===== src/rtl/tmr_count_pkg.sv =====
/*
 * constants, register map and field layout of the 16-bit timer/counter.
 * assumes a single 250 MHz system clock; all pins sampled synchronously.
 */
// Functional notes
// - 1:1 sync samples input on Q2/Q4 phases
// - other prescales ripple-divide before synchroniser
// - synced count lags edge by sync latency
// - bypass bit counts unsynced, runs in sleep
// - async mode not a capture/compare base
// - byte reads always stable and valid
// - oscillator enable starts crystal, runs in sleep
// - special event trigger resets counter pair
// - trigger reset never sets overflow flag
// - trigger reset only assured in sync modes
// - software write beats simultaneous trigger reset
// - device resets never clear count bytes
// - control clears on power-on/brown-out only
// - count byte write clears prescaler
// - count up, wrap sets overflow flag
// - prescale field bits 5:4 divide 1/2/4/8; code divides the external source only, internal mode counts every 4th clock
// - bit 1 selects external pin or internal
// - synced mode in sleep: prescaler only
package tmr_count_pkg;

    // ************************************************************
    // register map
    // ************************************************************
    localparam logic [7:0] ADDR_IRQ_FLAGS = 8'h0C;
    localparam logic [7:0] ADDR_COUNT_LOW = 8'h0E;
    localparam logic [7:0] ADDR_COUNT_HIGH = 8'h0F;
    localparam logic [7:0] ADDR_CONTROL = 8'h10;
    localparam logic [7:0] ADDR_IRQ_ENABLES = 8'h8C;

    // ************************************************************
    // field layout
    // ************************************************************
    localparam int BIT_ENABLE = 0;
    localparam int BIT_SRC_SEL = 1;
    localparam int BIT_SYNC_BYPASS = 2;
    localparam int BIT_OSC_EN = 3;
    localparam int BIT_PS_LO = 4;
    localparam int BIT_PS_HI = 5;
    localparam int BIT_OVF = 0;
    localparam logic [7:0] CONTROL_MASK = 8'h3F;
    localparam logic [7:0] CONTROL_RESET = 8'h00;
    localparam logic [7:0] IRQ_RESET = 8'h00;
    localparam logic [7:0] BYTE_ZERO = 8'h00;
    localparam logic [3:0] MODE_SPECIAL_EVENT = 4'hB;

    // ************************************************************
    // prescaler and phase clock
    // ************************************************************
    localparam int PS_BITS = 3;
    localparam logic [1:0] PHASE_Q2 = 2'h1;
    localparam logic [1:0] PHASE_Q4 = 2'h3;

    typedef enum logic [1:0] {
        SYNC_IDLE = 2'b00,
        SYNC_HIGH = 2'b01
    } sync_state_type;

endpackage : tmr_count_pkg


===== src/rtl/tmr_edge_if.sv =====
/*
 * interface carrying the qualified count tick from the input stage.
 * assumes both ends share clk_sys_in.
 */
`timescale 1ns/1ps
interface tmr_edge_if;
    logic tick;
    logic ps_clear;
    logic [1:0] ps_sel;
    logic ext_sel;
    logic bypass;
    logic run_sync;
    modport stage (output tick, input ps_clear, ps_sel, ext_sel, bypass, run_sync);
    modport core (input tick, output ps_clear, ps_sel, ext_sel, bypass, run_sync);
endinterface : tmr_edge_if


===== src/rtl/tmr_counter16.sv =====
/*
 * 16-bit timer/counter: registers, count pair, overflow flag, trigger reset.
 * assumes a phase-clock model where internal mode counts every 4th clock.
 */
`timescale 1ns/1ps
module tmr_counter16
    import tmr_count_pkg::*;
(
    input wire logic clk_sys_in, // system clock
    input wire logic rst_in, // async reset, power-on/brown-out
    input wire logic [7:0] addr_in, // register address
    input wire logic [7:0] wdata_in, // write data
    input wire logic wr_in, // write strobe
    input wire logic rd_in, // read strobe
    output logic [7:0] rdata_out, // read data, cycle after rd_in
    input wire logic ext_count_in, // external count pin
    input wire logic crystal_in_pin_in, // crystal input pin
    output logic crystal_out_pin_out, // crystal amplifier output
    output logic crystal_out_pin_oe_out, // crystal output enable
    input wire logic sleep_in, // processor sleeping
    input wire logic [3:0] compare_unit_mode_in, // compare unit mode field
    input wire logic compare_match_in, // compare unit match pulse
    output logic irq_out, // overflow interrupt / wake request
    output logic osc_running_out // crystal oscillator on
);
    // ************************************************************
    // registers
    // ************************************************************
    logic [7:0] control_ff;
    logic [7:0] low_ff;
    logic [7:0] high_ff;
    logic ovf_flag_ff;
    logic ovf_en_ff;
    logic [7:0] rdata_ff;
    logic irq_ff;
    logic osc_out_ff;
    logic osc_oe_ff;
    logic [1:0] cyc_ff;

    tmr_edge_if edge_bus ();

    // ************************************************************
    // decode
    // ************************************************************
    wire wr_ctrl = wr_in & (addr_in == ADDR_CONTROL);
    wire wr_low = wr_in & (addr_in == ADDR_COUNT_LOW);
    wire wr_high = wr_in & (addr_in == ADDR_COUNT_HIGH);
    wire wr_flags = wr_in & (addr_in == ADDR_IRQ_FLAGS);
    wire wr_enables = wr_in & (addr_in == ADDR_IRQ_ENABLES);
    wire ctl_enable = control_ff[BIT_ENABLE];
    wire ctl_ext = control_ff[BIT_SRC_SEL];
    wire ctl_bypass = control_ff[BIT_SYNC_BYPASS];
    wire ctl_osc = control_ff[BIT_OSC_EN];
    // unsynced counting is no time base for compare: its triggers are dropped
    wire async_mode = ctl_ext & ctl_bypass;
    // with the crystal on, the external count source is the oscillator input pin
    wire src_level = ctl_osc ? crystal_in_pin_in : ext_count_in;
    wire int_tick = (cyc_ff == PHASE_Q4);
    wire step = ctl_enable & (ctl_ext ? edge_bus.tick : (int_tick & ~sleep_in));
    wire [15:0] count_now = {high_ff, low_ff};
    wire [15:0] count_inc = count_now + 16'h0001;
    wire wrap = step & (count_now == 16'hFFFF);
    // trigger reset is not guaranteed in async mode; it is simply not applied there
    wire sev = compare_match_in & (compare_unit_mode_in == MODE_SPECIAL_EVENT) & ~async_mode;
    wire [7:0] rd_mux = (addr_in == ADDR_COUNT_LOW) ? low_ff :
                        (addr_in == ADDR_COUNT_HIGH) ? high_ff :
                        (addr_in == ADDR_CONTROL) ? (control_ff & CONTROL_MASK) :
                        (addr_in == ADDR_IRQ_FLAGS) ? {7'h00, ovf_flag_ff} :
                        (addr_in == ADDR_IRQ_ENABLES) ? {7'h00, ovf_en_ff} : BYTE_ZERO;

    assign edge_bus.ps_clear = wr_low | wr_high;
    assign edge_bus.ps_sel = control_ff[BIT_PS_HI:BIT_PS_LO];
    assign edge_bus.ext_sel = ctl_ext;
    assign edge_bus.bypass = ctl_bypass;
    assign edge_bus.run_sync = ~sleep_in;

    tmr_input_stage u_stage (
        .clk_sys_in(clk_sys_in),
        .rst_in(rst_in),
        .src_in(src_level),
        .edge_port(edge_bus)
    );

    // ************************************************************
    // control and interrupt registers
    // ************************************************************
    always_ff @(posedge clk_sys_in or posedge rst_in) begin
        if (rst_in) begin
            control_ff <= CONTROL_RESET;
            ovf_flag_ff <= 1'b0;
            ovf_en_ff <= 1'b0;
            rdata_ff <= BYTE_ZERO;
            irq_ff <= 1'b0;
            cyc_ff <= 2'h0;
            osc_out_ff <= 1'b0;
            osc_oe_ff <= 1'b0;
        end else begin
            cyc_ff <= cyc_ff + 2'h1;
            if (wr_ctrl) begin
                control_ff <= wdata_in & CONTROL_MASK;
            end
            if (wr_enables) begin
                ovf_en_ff <= wdata_in[BIT_OVF];
            end
            // set wins over a simultaneous software clear; trigger never sets it
            if (wrap) begin
                ovf_flag_ff <= 1'b1;
            end else if (wr_flags) begin
                ovf_flag_ff <= wdata_in[BIT_OVF];
            end
            irq_ff <= ovf_flag_ff & ovf_en_ff;
            rdata_ff <= rd_in ? rd_mux : BYTE_ZERO;
            osc_oe_ff <= ctl_osc;
            osc_out_ff <= ctl_osc & ~crystal_in_pin_in;
        end
    end

    // ************************************************************
    // count pair: no reset term, only software, trigger or a count step loads it
    // ************************************************************
    always_ff @(posedge clk_sys_in) begin
        if (wr_low | wr_high) begin
            if (wr_low) begin
                low_ff <= wdata_in;
            end
            if (wr_high) begin
                high_ff <= wdata_in;
            end
        end else if (sev) begin
            low_ff <= BYTE_ZERO;
            high_ff <= BYTE_ZERO;
        end else if (step) begin
            low_ff <= count_inc[7:0];
            high_ff <= count_inc[15:8];
        end
    end

    assign rdata_out = rdata_ff;
    assign irq_out = irq_ff;
    assign osc_running_out = osc_oe_ff;
    assign crystal_out_pin_out = osc_out_ff;
    assign crystal_out_pin_oe_out = osc_oe_ff;
endmodule : tmr_counter16


===== src/rtl/tmr_input_stage.sv =====
/*
 * input stage: ripple-style prescaler, phase sampling, rising-edge tick.
 * assumes ext input already synchronous to clk_sys_in.
 */
`timescale 1ns/1ps
module tmr_input_stage
    import tmr_count_pkg::*;
(
    input wire logic clk_sys_in, // system clock
    input wire logic rst_in, // async reset
    input wire logic src_in, // selected count source level
    tmr_edge_if.stage edge_port // tick to the core
);
    logic [PS_BITS-1:0] div_ff;
    logic src_d_ff;
    logic [1:0] phase_ff;
    logic samp_ff;
    logic samp_d_ff;
    logic tick_ff;
    wire src_rise = src_in & ~src_d_ff;
    wire ps_out = (edge_port.ps_sel == 2'h0) ? src_in : div_ff[edge_port.ps_sel - 2'h1];
    wire ps_prev = (edge_port.ps_sel == 2'h0) ? src_d_ff : 1'b0;
    wire phase_hit = (phase_ff == PHASE_Q2) | (phase_ff == PHASE_Q4);
    // bypass takes edges directly, sync path waits for a phase sample
    wire async_rise = (edge_port.ps_sel == 2'h0) ? src_rise : (ps_out & ~samp_d_ff);
    wire use_bypass = edge_port.ext_sel & edge_port.bypass;

    always_ff @(posedge clk_sys_in or posedge rst_in) begin
        if (rst_in) begin
            div_ff <= '0;
            src_d_ff <= 1'b0;
            phase_ff <= 2'h0;
            samp_ff <= 1'b0;
            samp_d_ff <= 1'b0;
            tick_ff <= 1'b0;
        end else begin
            src_d_ff <= src_in;
            phase_ff <= phase_ff + 2'h1;
            // symmetric divider keeps counting even when the sync path is idle
            if (edge_port.ps_clear) begin
                div_ff <= '0;
            end else if (src_rise) begin
                div_ff <= div_ff + 3'h1;
            end
            if (phase_hit) begin
                samp_ff <= ps_out;
            end
            samp_d_ff <= use_bypass ? ps_out : samp_ff;
            if (use_bypass) begin
                tick_ff <= async_rise & ~ps_prev;
            end else begin
                tick_ff <= edge_port.run_sync & samp_ff & ~samp_d_ff;
            end
        end
    end
    assign edge_port.tick = tick_ff;
endmodule : tmr_input_stage

===== config.mk =====
export PLATFORM = sky130hd
export DESIGN_NAME = tmr_counter16
export DESIGN_NICKNAME = d
export VERILOG_FILES = /design/src/rtl/tmr_count_pkg.sv /design/src/rtl/tmr_edge_if.sv /design/src/rtl/tmr_counter16.sv /design/src/rtl/tmr_input_stage.sv
export SDC_FILE = /design/constraint.sdc
export NUM_CORES = 1
export LEC_CHECK = 0
export BUFFER_PORTS_ARGS = -buffer_cell sky130_fd_sc_hd__buf_2
export CAP_MARGIN = 20
export CORE_AREA = 2 2 94 60
export DETAILED_ROUTE_END_ITERATION = 8
export DIE_AREA = 0 0 96 62
export PLACE_DENSITY_LB_ADDON = 0.08
export SYNTH_ARGS = -nofsm -noshare
export SYNTH_HDL_FRONTEND = slang
export SYNTH_SLANG_ARGS = --single-unit
export TNS_END_PERCENT = 5

===== constraint.sdc =====
create_clock -name clk_sys_in -period 3 [get_ports clk_sys_in]
set_clock_uncertainty 0.15 [all_clocks]
set_input_delay 0 -clock clk_sys_in [delete_from_list [all_inputs] [get_ports clk_sys_in]]
set_output_delay 0 -clock clk_sys_in [all_outputs]
set_load 0.05 [all_outputs]

==> results of run 1 <==
[repair_timing]
item,CTS,global route
setup buffers,0,0
hold buffers,19,0
hold endpoints to repair,65,0
gates resized for setup,0,0
[worst max-delay path by stage]
stage	start	end	slack, ns
floorplan	cyc_ff[0]	high_ff[0]	0.90
global placement	cyc_ff[0]	low_ff[2]	0.84
detailed placement	cyc_ff[0]	low_ff[3]	0.80
CTS	addr_in[4]	low_ff[0]	0.75
global route	addr_in[4]	low_ff[0]	0.62
finish	addr_in[4]	low_ff[0]	0.74
[state kept, by name (all words and copies together) (netlist names), 2 cells and up]
name and cells:
rdata_out 8, cyc_ff 2, low_ff 8, high_ff 8, u_stage.phase_ff 2, u_stage.div_ff 3, control_ff 6
[layer usage]
| layer | vias up | global-route usage, % | wire length (um) |
|---|---|---|---|
| met3 | 5 | 4.34 | 251 |
| li1 | 911 | - | - |
| met2 | 46 | 29.4 | 2080 |
| met1 | 848 | 29.4 | 2920 |
| met4 | 0 | 6.73 | 53 |
| met5 | - | 0 | 0 |
[area by class of cell]
cell class	count	area, um^2	share of cell area, %
sequential	46	1230	41.4
tap	69	86.3	2.90
multi-input combinational	153	1080	36.2
timing repair buffer	63	423	14.2
clock inverter	2	12.5	0.421
inverter	16	60.1	2.02
clock buffer	6	82.6	2.78
[power by group]
group | internal, uW | switching (uW) | total [uW]
Clock | 186 | 220 | 405
Combinational | 80.1 | 75.3 | 155
Sequential | 682 | 29.1 | 711
Total | 947 | 324 | 1270
[metrics by stage]
stage | total power, uW | std cells
3_5_place_dp | 861 | 328
6_report | 1270 | 355
5_1_grt | 1330 | 355
2_1_floorplan | 812 | 223
4_1_cts | 1280 | 355
3_3_place_gp | 860 | 328
[placed cells by master (no fill, tap or decap), types with 2 or more instances in the layout]
cell type / synthesis / layout
nand2_1: 19 / 19
mux2_2: 11 / 11
buf_2: 3 / 39
o21ai_2: 10 / 10
nor2_1: 18 / 18
mux2i_1: 6 / 6
edfxtp_1: 16 / 16
o21ai_0: 12 / 12
buf_4: 2 / 5
nand3_1: 10 / 10
clkbuf_8: 0 / 6
ha_1: 6 / 6
nor3b_1: 2 / 2
a21oi_1: 6 / 6
nor4_1: 5 / 5
xnor2_1: 15 / 15
dlygate4sd3_1: 0 / 19
a21o_1: 3 / 3
nand4_1: 3 / 3
inv_1: 16 / 16
nor3_1: 5 / 5
a22oi_1: 5 / 5
and2_1: 2 / 2
dfrtp_1: 30 / 30
[critical path: cells and delay by family]
kind                   cells  cell delay (ns)
AOI/OAI and AO/OA          1             0.33
buffers and inverters      4             1.12
and+or+nand+nor            3             0.69
[logic make-up (layout without fill, tap and decap cells)]
kind of cell | Yosys count | count (layout) | synth area share [%]
muxes | 17 | 17 | 7.53
xor gates and xnor gates | 16 | 16 | 5.74
DFF | 46 | 46 | 50.4
buffers and inverters | 24 | 87 | 5.43
and+or+nand+nor | 76 | 76 | 17.3
adders and majority gates | 6 | 6 | 3.08
AOI/OAI and AO/OA | 38 | 38 | 10.5
==> impl_metrics.json, run 1 <==
{
  "timing.rr.start": "cyc_ff[0]",
  "dpl_cell_area_mm2": 0.00269,
  "fp.coreArea_mm2": 0.00523,
  "postSynthCellCount": 223,
  "wl_per_cell_um": 14.9,
  "die_x_um": 96,
  "cp-end-kind": "flip-flop",
  "area_delta_synth_final_pct": 21.8,
  "place_ws_ns": 0.796,
  "die_area_mm2": 0.00595,
  "reg2regPathDepth": 6,
  "fin_tns_setup_ns": 0,
  "setup_slack_ns": 0.736,
  "final_nets": 319,
  "start_util_pct": 46.7,
  "drt_wl_total_um": 5300,
  "cts_sinks": 46,
  "vdd.ir_drop.worst_mv": 0.205,
  "synth_commonest_cells": "dfrtp_1, nand2_1, nor2_1",
  "drv_slew": 0,
  "num_rows": 21,
  "firstDrtPassIters": 6,
  "fmax_mhz": 442,
  "fin_hold_ws_ns": 0.00516,
  "ff2ff_setup_slack_ns": 0.78,
  "grt_overflow": 0,
  "fin_crit_ns": 2.26,
  "clk_transition_reported_paths_ns": 0.10,
  "crit_top_cell": "buf_4",
  "grt_max_degree": 31,
  "netlist_area_mm2": 0.00244,
  "p_leak_uw": 0.00132,
  "hold_violations": 0,
  "cts_tree": "yes",
  "async_reset_ff_share_pct": 65.2,
  "post-synth-top-area-fraction_pct": 30.8,
  "grt_pass1_wl_um": 8650,
  "min_path_cells": 3,
  "die_y_um": 62,
  "antenna_found_initial": 0,
  "synth_edf_count": 16,
  "rsz0062_at_grt": "no",
  "grt_usage_pct": 19.9,
  "ys_ff_latch": 46,
  "required_ns": 2.87,
  "first_global_vias": 1801,
  "synth.area.top_cells": "dfrtp_1, edfxtp_1, xnor2_1",
  "clockBufferDepth": 2,
  "cts_root_buffer": "clkbuf_8",
  "synth_nets": 257,
  "setup_violations": 0,
  "drc": 0,
  "io-pin-count": 40,
  "drtIter0Drc": 120,
  "hold_end": "rdata_out[6]",
  "crit_chain": "dlygate4sd3_1 -> buf_2 -> nor4bb_4 -> and3_1 -> buf_4 -> nor3_1 -> a21oi_1 -> buf_4",
  "final_core_util_pct": 56.9,
  "design_area_mm2": 0.00297,
  "seq_area_frac_synth_pct": 50.4,
  "critPathKind": "in -> reg",
  "cpMaxStageDelayCell": "dlygate4sd3_1",
  "hpwl_um": 3900,
  "yosys_warnings": 0,
  "status": "finished, final reports clean",
  "min_from": "addr_in[0]",
  "nFillCells": 441,
  "cts_buffers": 5,
  "fin_crit_sh_pct": 75.5,
  "synth.distinct_cells": 39,
  "postRouteAntennaNets": 0,
  "io_buffers": 39,
  "arrival_ns": 2.14,
  "maxSlewHeadroom_pct": 52.6,
  "hold_path_class": "in -> reg",
  "yosysTopAreaCell": "dfrtp_1",
  "clk_latency_ns": 0.31,
  "max_cap_violations": 0,
  "cp_max_fo": 14,
  "avgSynthCellArea_um2": 10.9,
  "rr_endpoint": "low_ff[0]",
  "routabilityCongestion": 0.823,
  "critPathLaunchType": "input pin",
  "drive_above_1_share_pct": 26.9,
  "vias": 1810,
  "routed_via_density": 5.10,
  "cts_htree_levels": 2,
  "worst_pin_slew_ns": 0.711,
  "slowest_delay_ns": 0.53,
  "synthFlopType": "dfrtp_1",
  "synth.most_common_cell": "dfrtp_1",
  "p_per_area_mw_per_mm2": 428,
  "num_antenna_cells": 0
}
Note: power is estimated with default switching activity, not from simulation.
==> run 2, diff against run 1 <==
- ABC_AREA: not set -> 1
- CORE_AREA: 2 2 94 60 -> 2 2 97 61
- DIE_AREA: 0 0 96 62 -> 0 0 99 63
- clock period: 3 -> 2 ns (I/O delays scaled with it)
==> impl_metrics.json, run 2 <==
{
  "area_delta_synth_final_pct": 23.1,
  "rsz0062_at_grt": "no",
  "yosys_warnings": 0,
  "required_ns": 2.07,
  "synth_edf_count": 16,
  "yosysTopAreaCell": "dfrtp_1",
  "synth_commonest_cells": "nand2_1, nor2_1, inv_1",
  "clk_transition_reported_paths_ns": 0.09,
  "synth.area.top_cells": "dfrtp_1, edfxtp_1, nand2_1",
  "grt_max_degree": 31,
  "cp_max_fo": 5,
  "power_uw": 2520,
  "netlist_area_mm2": 0.00261,
  "fin_hold_ws_ns": -0.00362,
  "wl_per_cell_um": 15.1,
  "num_rows": 21,
  "rr_endpoint": "high_ff[3]",
  "routed_via_density": 5.12,
  "ys_ff_latch": 46,
  "num_antenna_cells": 0,
  "routabilityCongestion": 0.941,
  "hold_end": "u_stage.div_ff[2]",
  "p_leak_uw": 0.00156,
  "seqPwrFrac_pct": 51.5,
  "cts_sinks": 46,
  "status": "complete, but fails checks",
  "drtIter0Drc": 198,
  "start_util_pct": 48.5,
  "final_common_cell": "nand2_1",
  "hold_violations": 1,
  "min_path_cells": 4,
  "io_buffers": 39,
  "fin_tns_setup_ns": 0,
  "hold_path_class": "in -> reg",
  "cts_setup_buffers": 0,
  "seq_area_frac_synth_pct": 47.1,
  "grt_usage_pct": 24.2,
  "nFillCells": 513,
  "critPathKind": "in -> reg",
  "vias": 2379,
  "avgSynthCellArea_um2": 8.04,
  "synth.most_common_cell": "nand2_1",
  "maxSlewHeadroom_pct": 72.4,
  "first_global_vias": 2266,
  "synth_nets": 359,
  "critPathLaunchType": "input pin",
  "drive_above_1_share_pct": 20.7,
  "worst_pin_slew_ns": 0.413,
  "fin_crit_sh_pct": 96.0,
  "min_from": "wr_in",
  "clockBufferDepth": 2,
  "cts_htree_levels": 2,
  "ff2ff_setup_slack_ns": 0.17,
  "cts_buffers": 5,
  "timing.rr.start": "control_ff[2]",
  "async_reset_ff_share_pct": 65.2,
  "p_clk_share_pct": 24.1,
  "grt_overflow": 0,
  "drv_slew": 0,
  "die_y_um": 63,
  "fmax_mhz": 521,
  "drc": 0,
  "synth.distinct_cells": 31,
  "clk_latency_ns": 0.30,
  "post-synth-top-area-fraction_pct": 28.7,
  "switching_share_pct": 33.5,
  "vdd.ir_drop.worst_mv": 0.362,
  "reg2regPathDepth": 8,
  "p_switching_uw": 844,
  "die_area_mm2": 0.00624,
  "postRouteAntennaNets": 0,
  "firstDrtPassIters": 5,
  "pwr-share-comb_pct": 24.5,
  "final_cell_mix": "nand2_1, nor2_1, buf_2, inv_1, nand3_1",
  "p_int_uw": 1680,
  "max_cap_violations": 0,
  "arrival_ns": 1.99,
  "cp-end-kind": "flip-flop",
  "violations": "negative hold slack",
  "cts_root_buffer": "clkbuf_8",
  "drt_wl_total_um": 7000,
  "postSynthCellCount": 325,
  "die_x_um": 99,
  "antenna_found_initial": 0,
  "io-pin-count": 40,
  "cts_tree": "yes",
  "hpwl_um": 5470,
  "setup_violations": 0,
  "p_per_area_mw_per_mm2": 784,
  "synthFlopType": "dfrtp_1",
  "fin_crit_ns": 1.92,
  "fp.coreArea_mm2": 0.00539,
  "final_nets": 429,
  "grt_pass1_wl_um": 11600
}
## run 2: cell families (layout without fill, tap and decap cells)
kind of cell             after synthesis  in the layout  share of synthesized area, %
XOR/XNOR                               6              6                          2.01
AO/OA/AOI/OAI                         43             43                          9.72
adder cells (fa/ha/maj)                6              6                          2.87
flip-flops                            46             46                          47.1
buffers and inverters                 46            117                          7.47
AND/OR/NAND/NOR                      178            178                          30.8
## run 2: layout make-up
type	instances	area, um^2	area share [%]
clock buffer	7	86.3	2.68
clock inverter	1	5.00	0.156
multi-input combinational	233	1190	37.1
timing repair buffer	67	455	14.2
inverter	42	158	4.90
sequential	46	1230	38.3
tap	69	86.3	2.68
## run 2: worst max-delay path by stage
| stage | from | slack, ns | to |
|---|---|---|---|
| 2_1_floorplan | control_ff[1] | 0.17 | low_ff[0] |
| 3_3_place_gp | control_ff[1] | 0.15 | high_ff[7] |
| 3_5_place_dp | control_ff[2] | 0.13 | high_ff[7] |
| 4_1_cts | addr_in[2] | 0.11 | rdata_out[2] |
| 5_1_grt | addr_in[2] | 0.003 | rdata_out[2] |
| 6_report | addr_in[2] | 0.08 | rdata_out[2] |
## run 2: metrics by stage
stage	cells	hold slack [ns]	utilization, %	instance area [um^2]	worst slack (ns)
2_1_floorplan	325	-0.0722	-	2610	0.165
3_3_place_gp	437	-0.0549	54.1	2920	0.146
3_5_place_dp	437	-0.0511	54.1	2920	0.129
4_1_cts	465	0.000866	59.6	3210	0.109
5_1_grt	465	0.0370	59.7	3220	0.00270
6_report	465	-0.00362	59.7	3220	0.0809
## run 2: worst max-delay path, stage by stage
cell and delay, ns:
buf_2 0.13, dlygate4sd3_1 0.60, nor3_4 0.26, dlygate4sd3_1 0.69, nand3_1 0.11, a21oi_1 0.20
## run 2: power by group through the flow
stage	logic [uW]	registers, uW	clock network [uW]
floorplan	378	1290	0
global placement	567	1310	0
detailed placement	576	1310	0
CTS	608	1290	611
global route	700	1310	660
finish	617	1300	607
## run 2: timing repair
action | CTS | global route
hold buffers | 20 | 0
gates resized for setup | 0 | 2
setup endpoints to repair | 0 | 17
endpoints found under the hold margin | 66 | 0
## run 2: per-layer routing
| layer | up-vias | part of all wire (%) | global-route usage (%) |
|---|---|---|---|
| li1 | 1197 | - | - |
| met1 | 1062 | 53 | 39.4 |
| met2 | 110 | 37 | 32.1 |
| met3 | 10 | 9.0 | 5.48 |
| met4 | 0 | 1.2 | 5.65 |
| met5 | - | 0 | 0 |
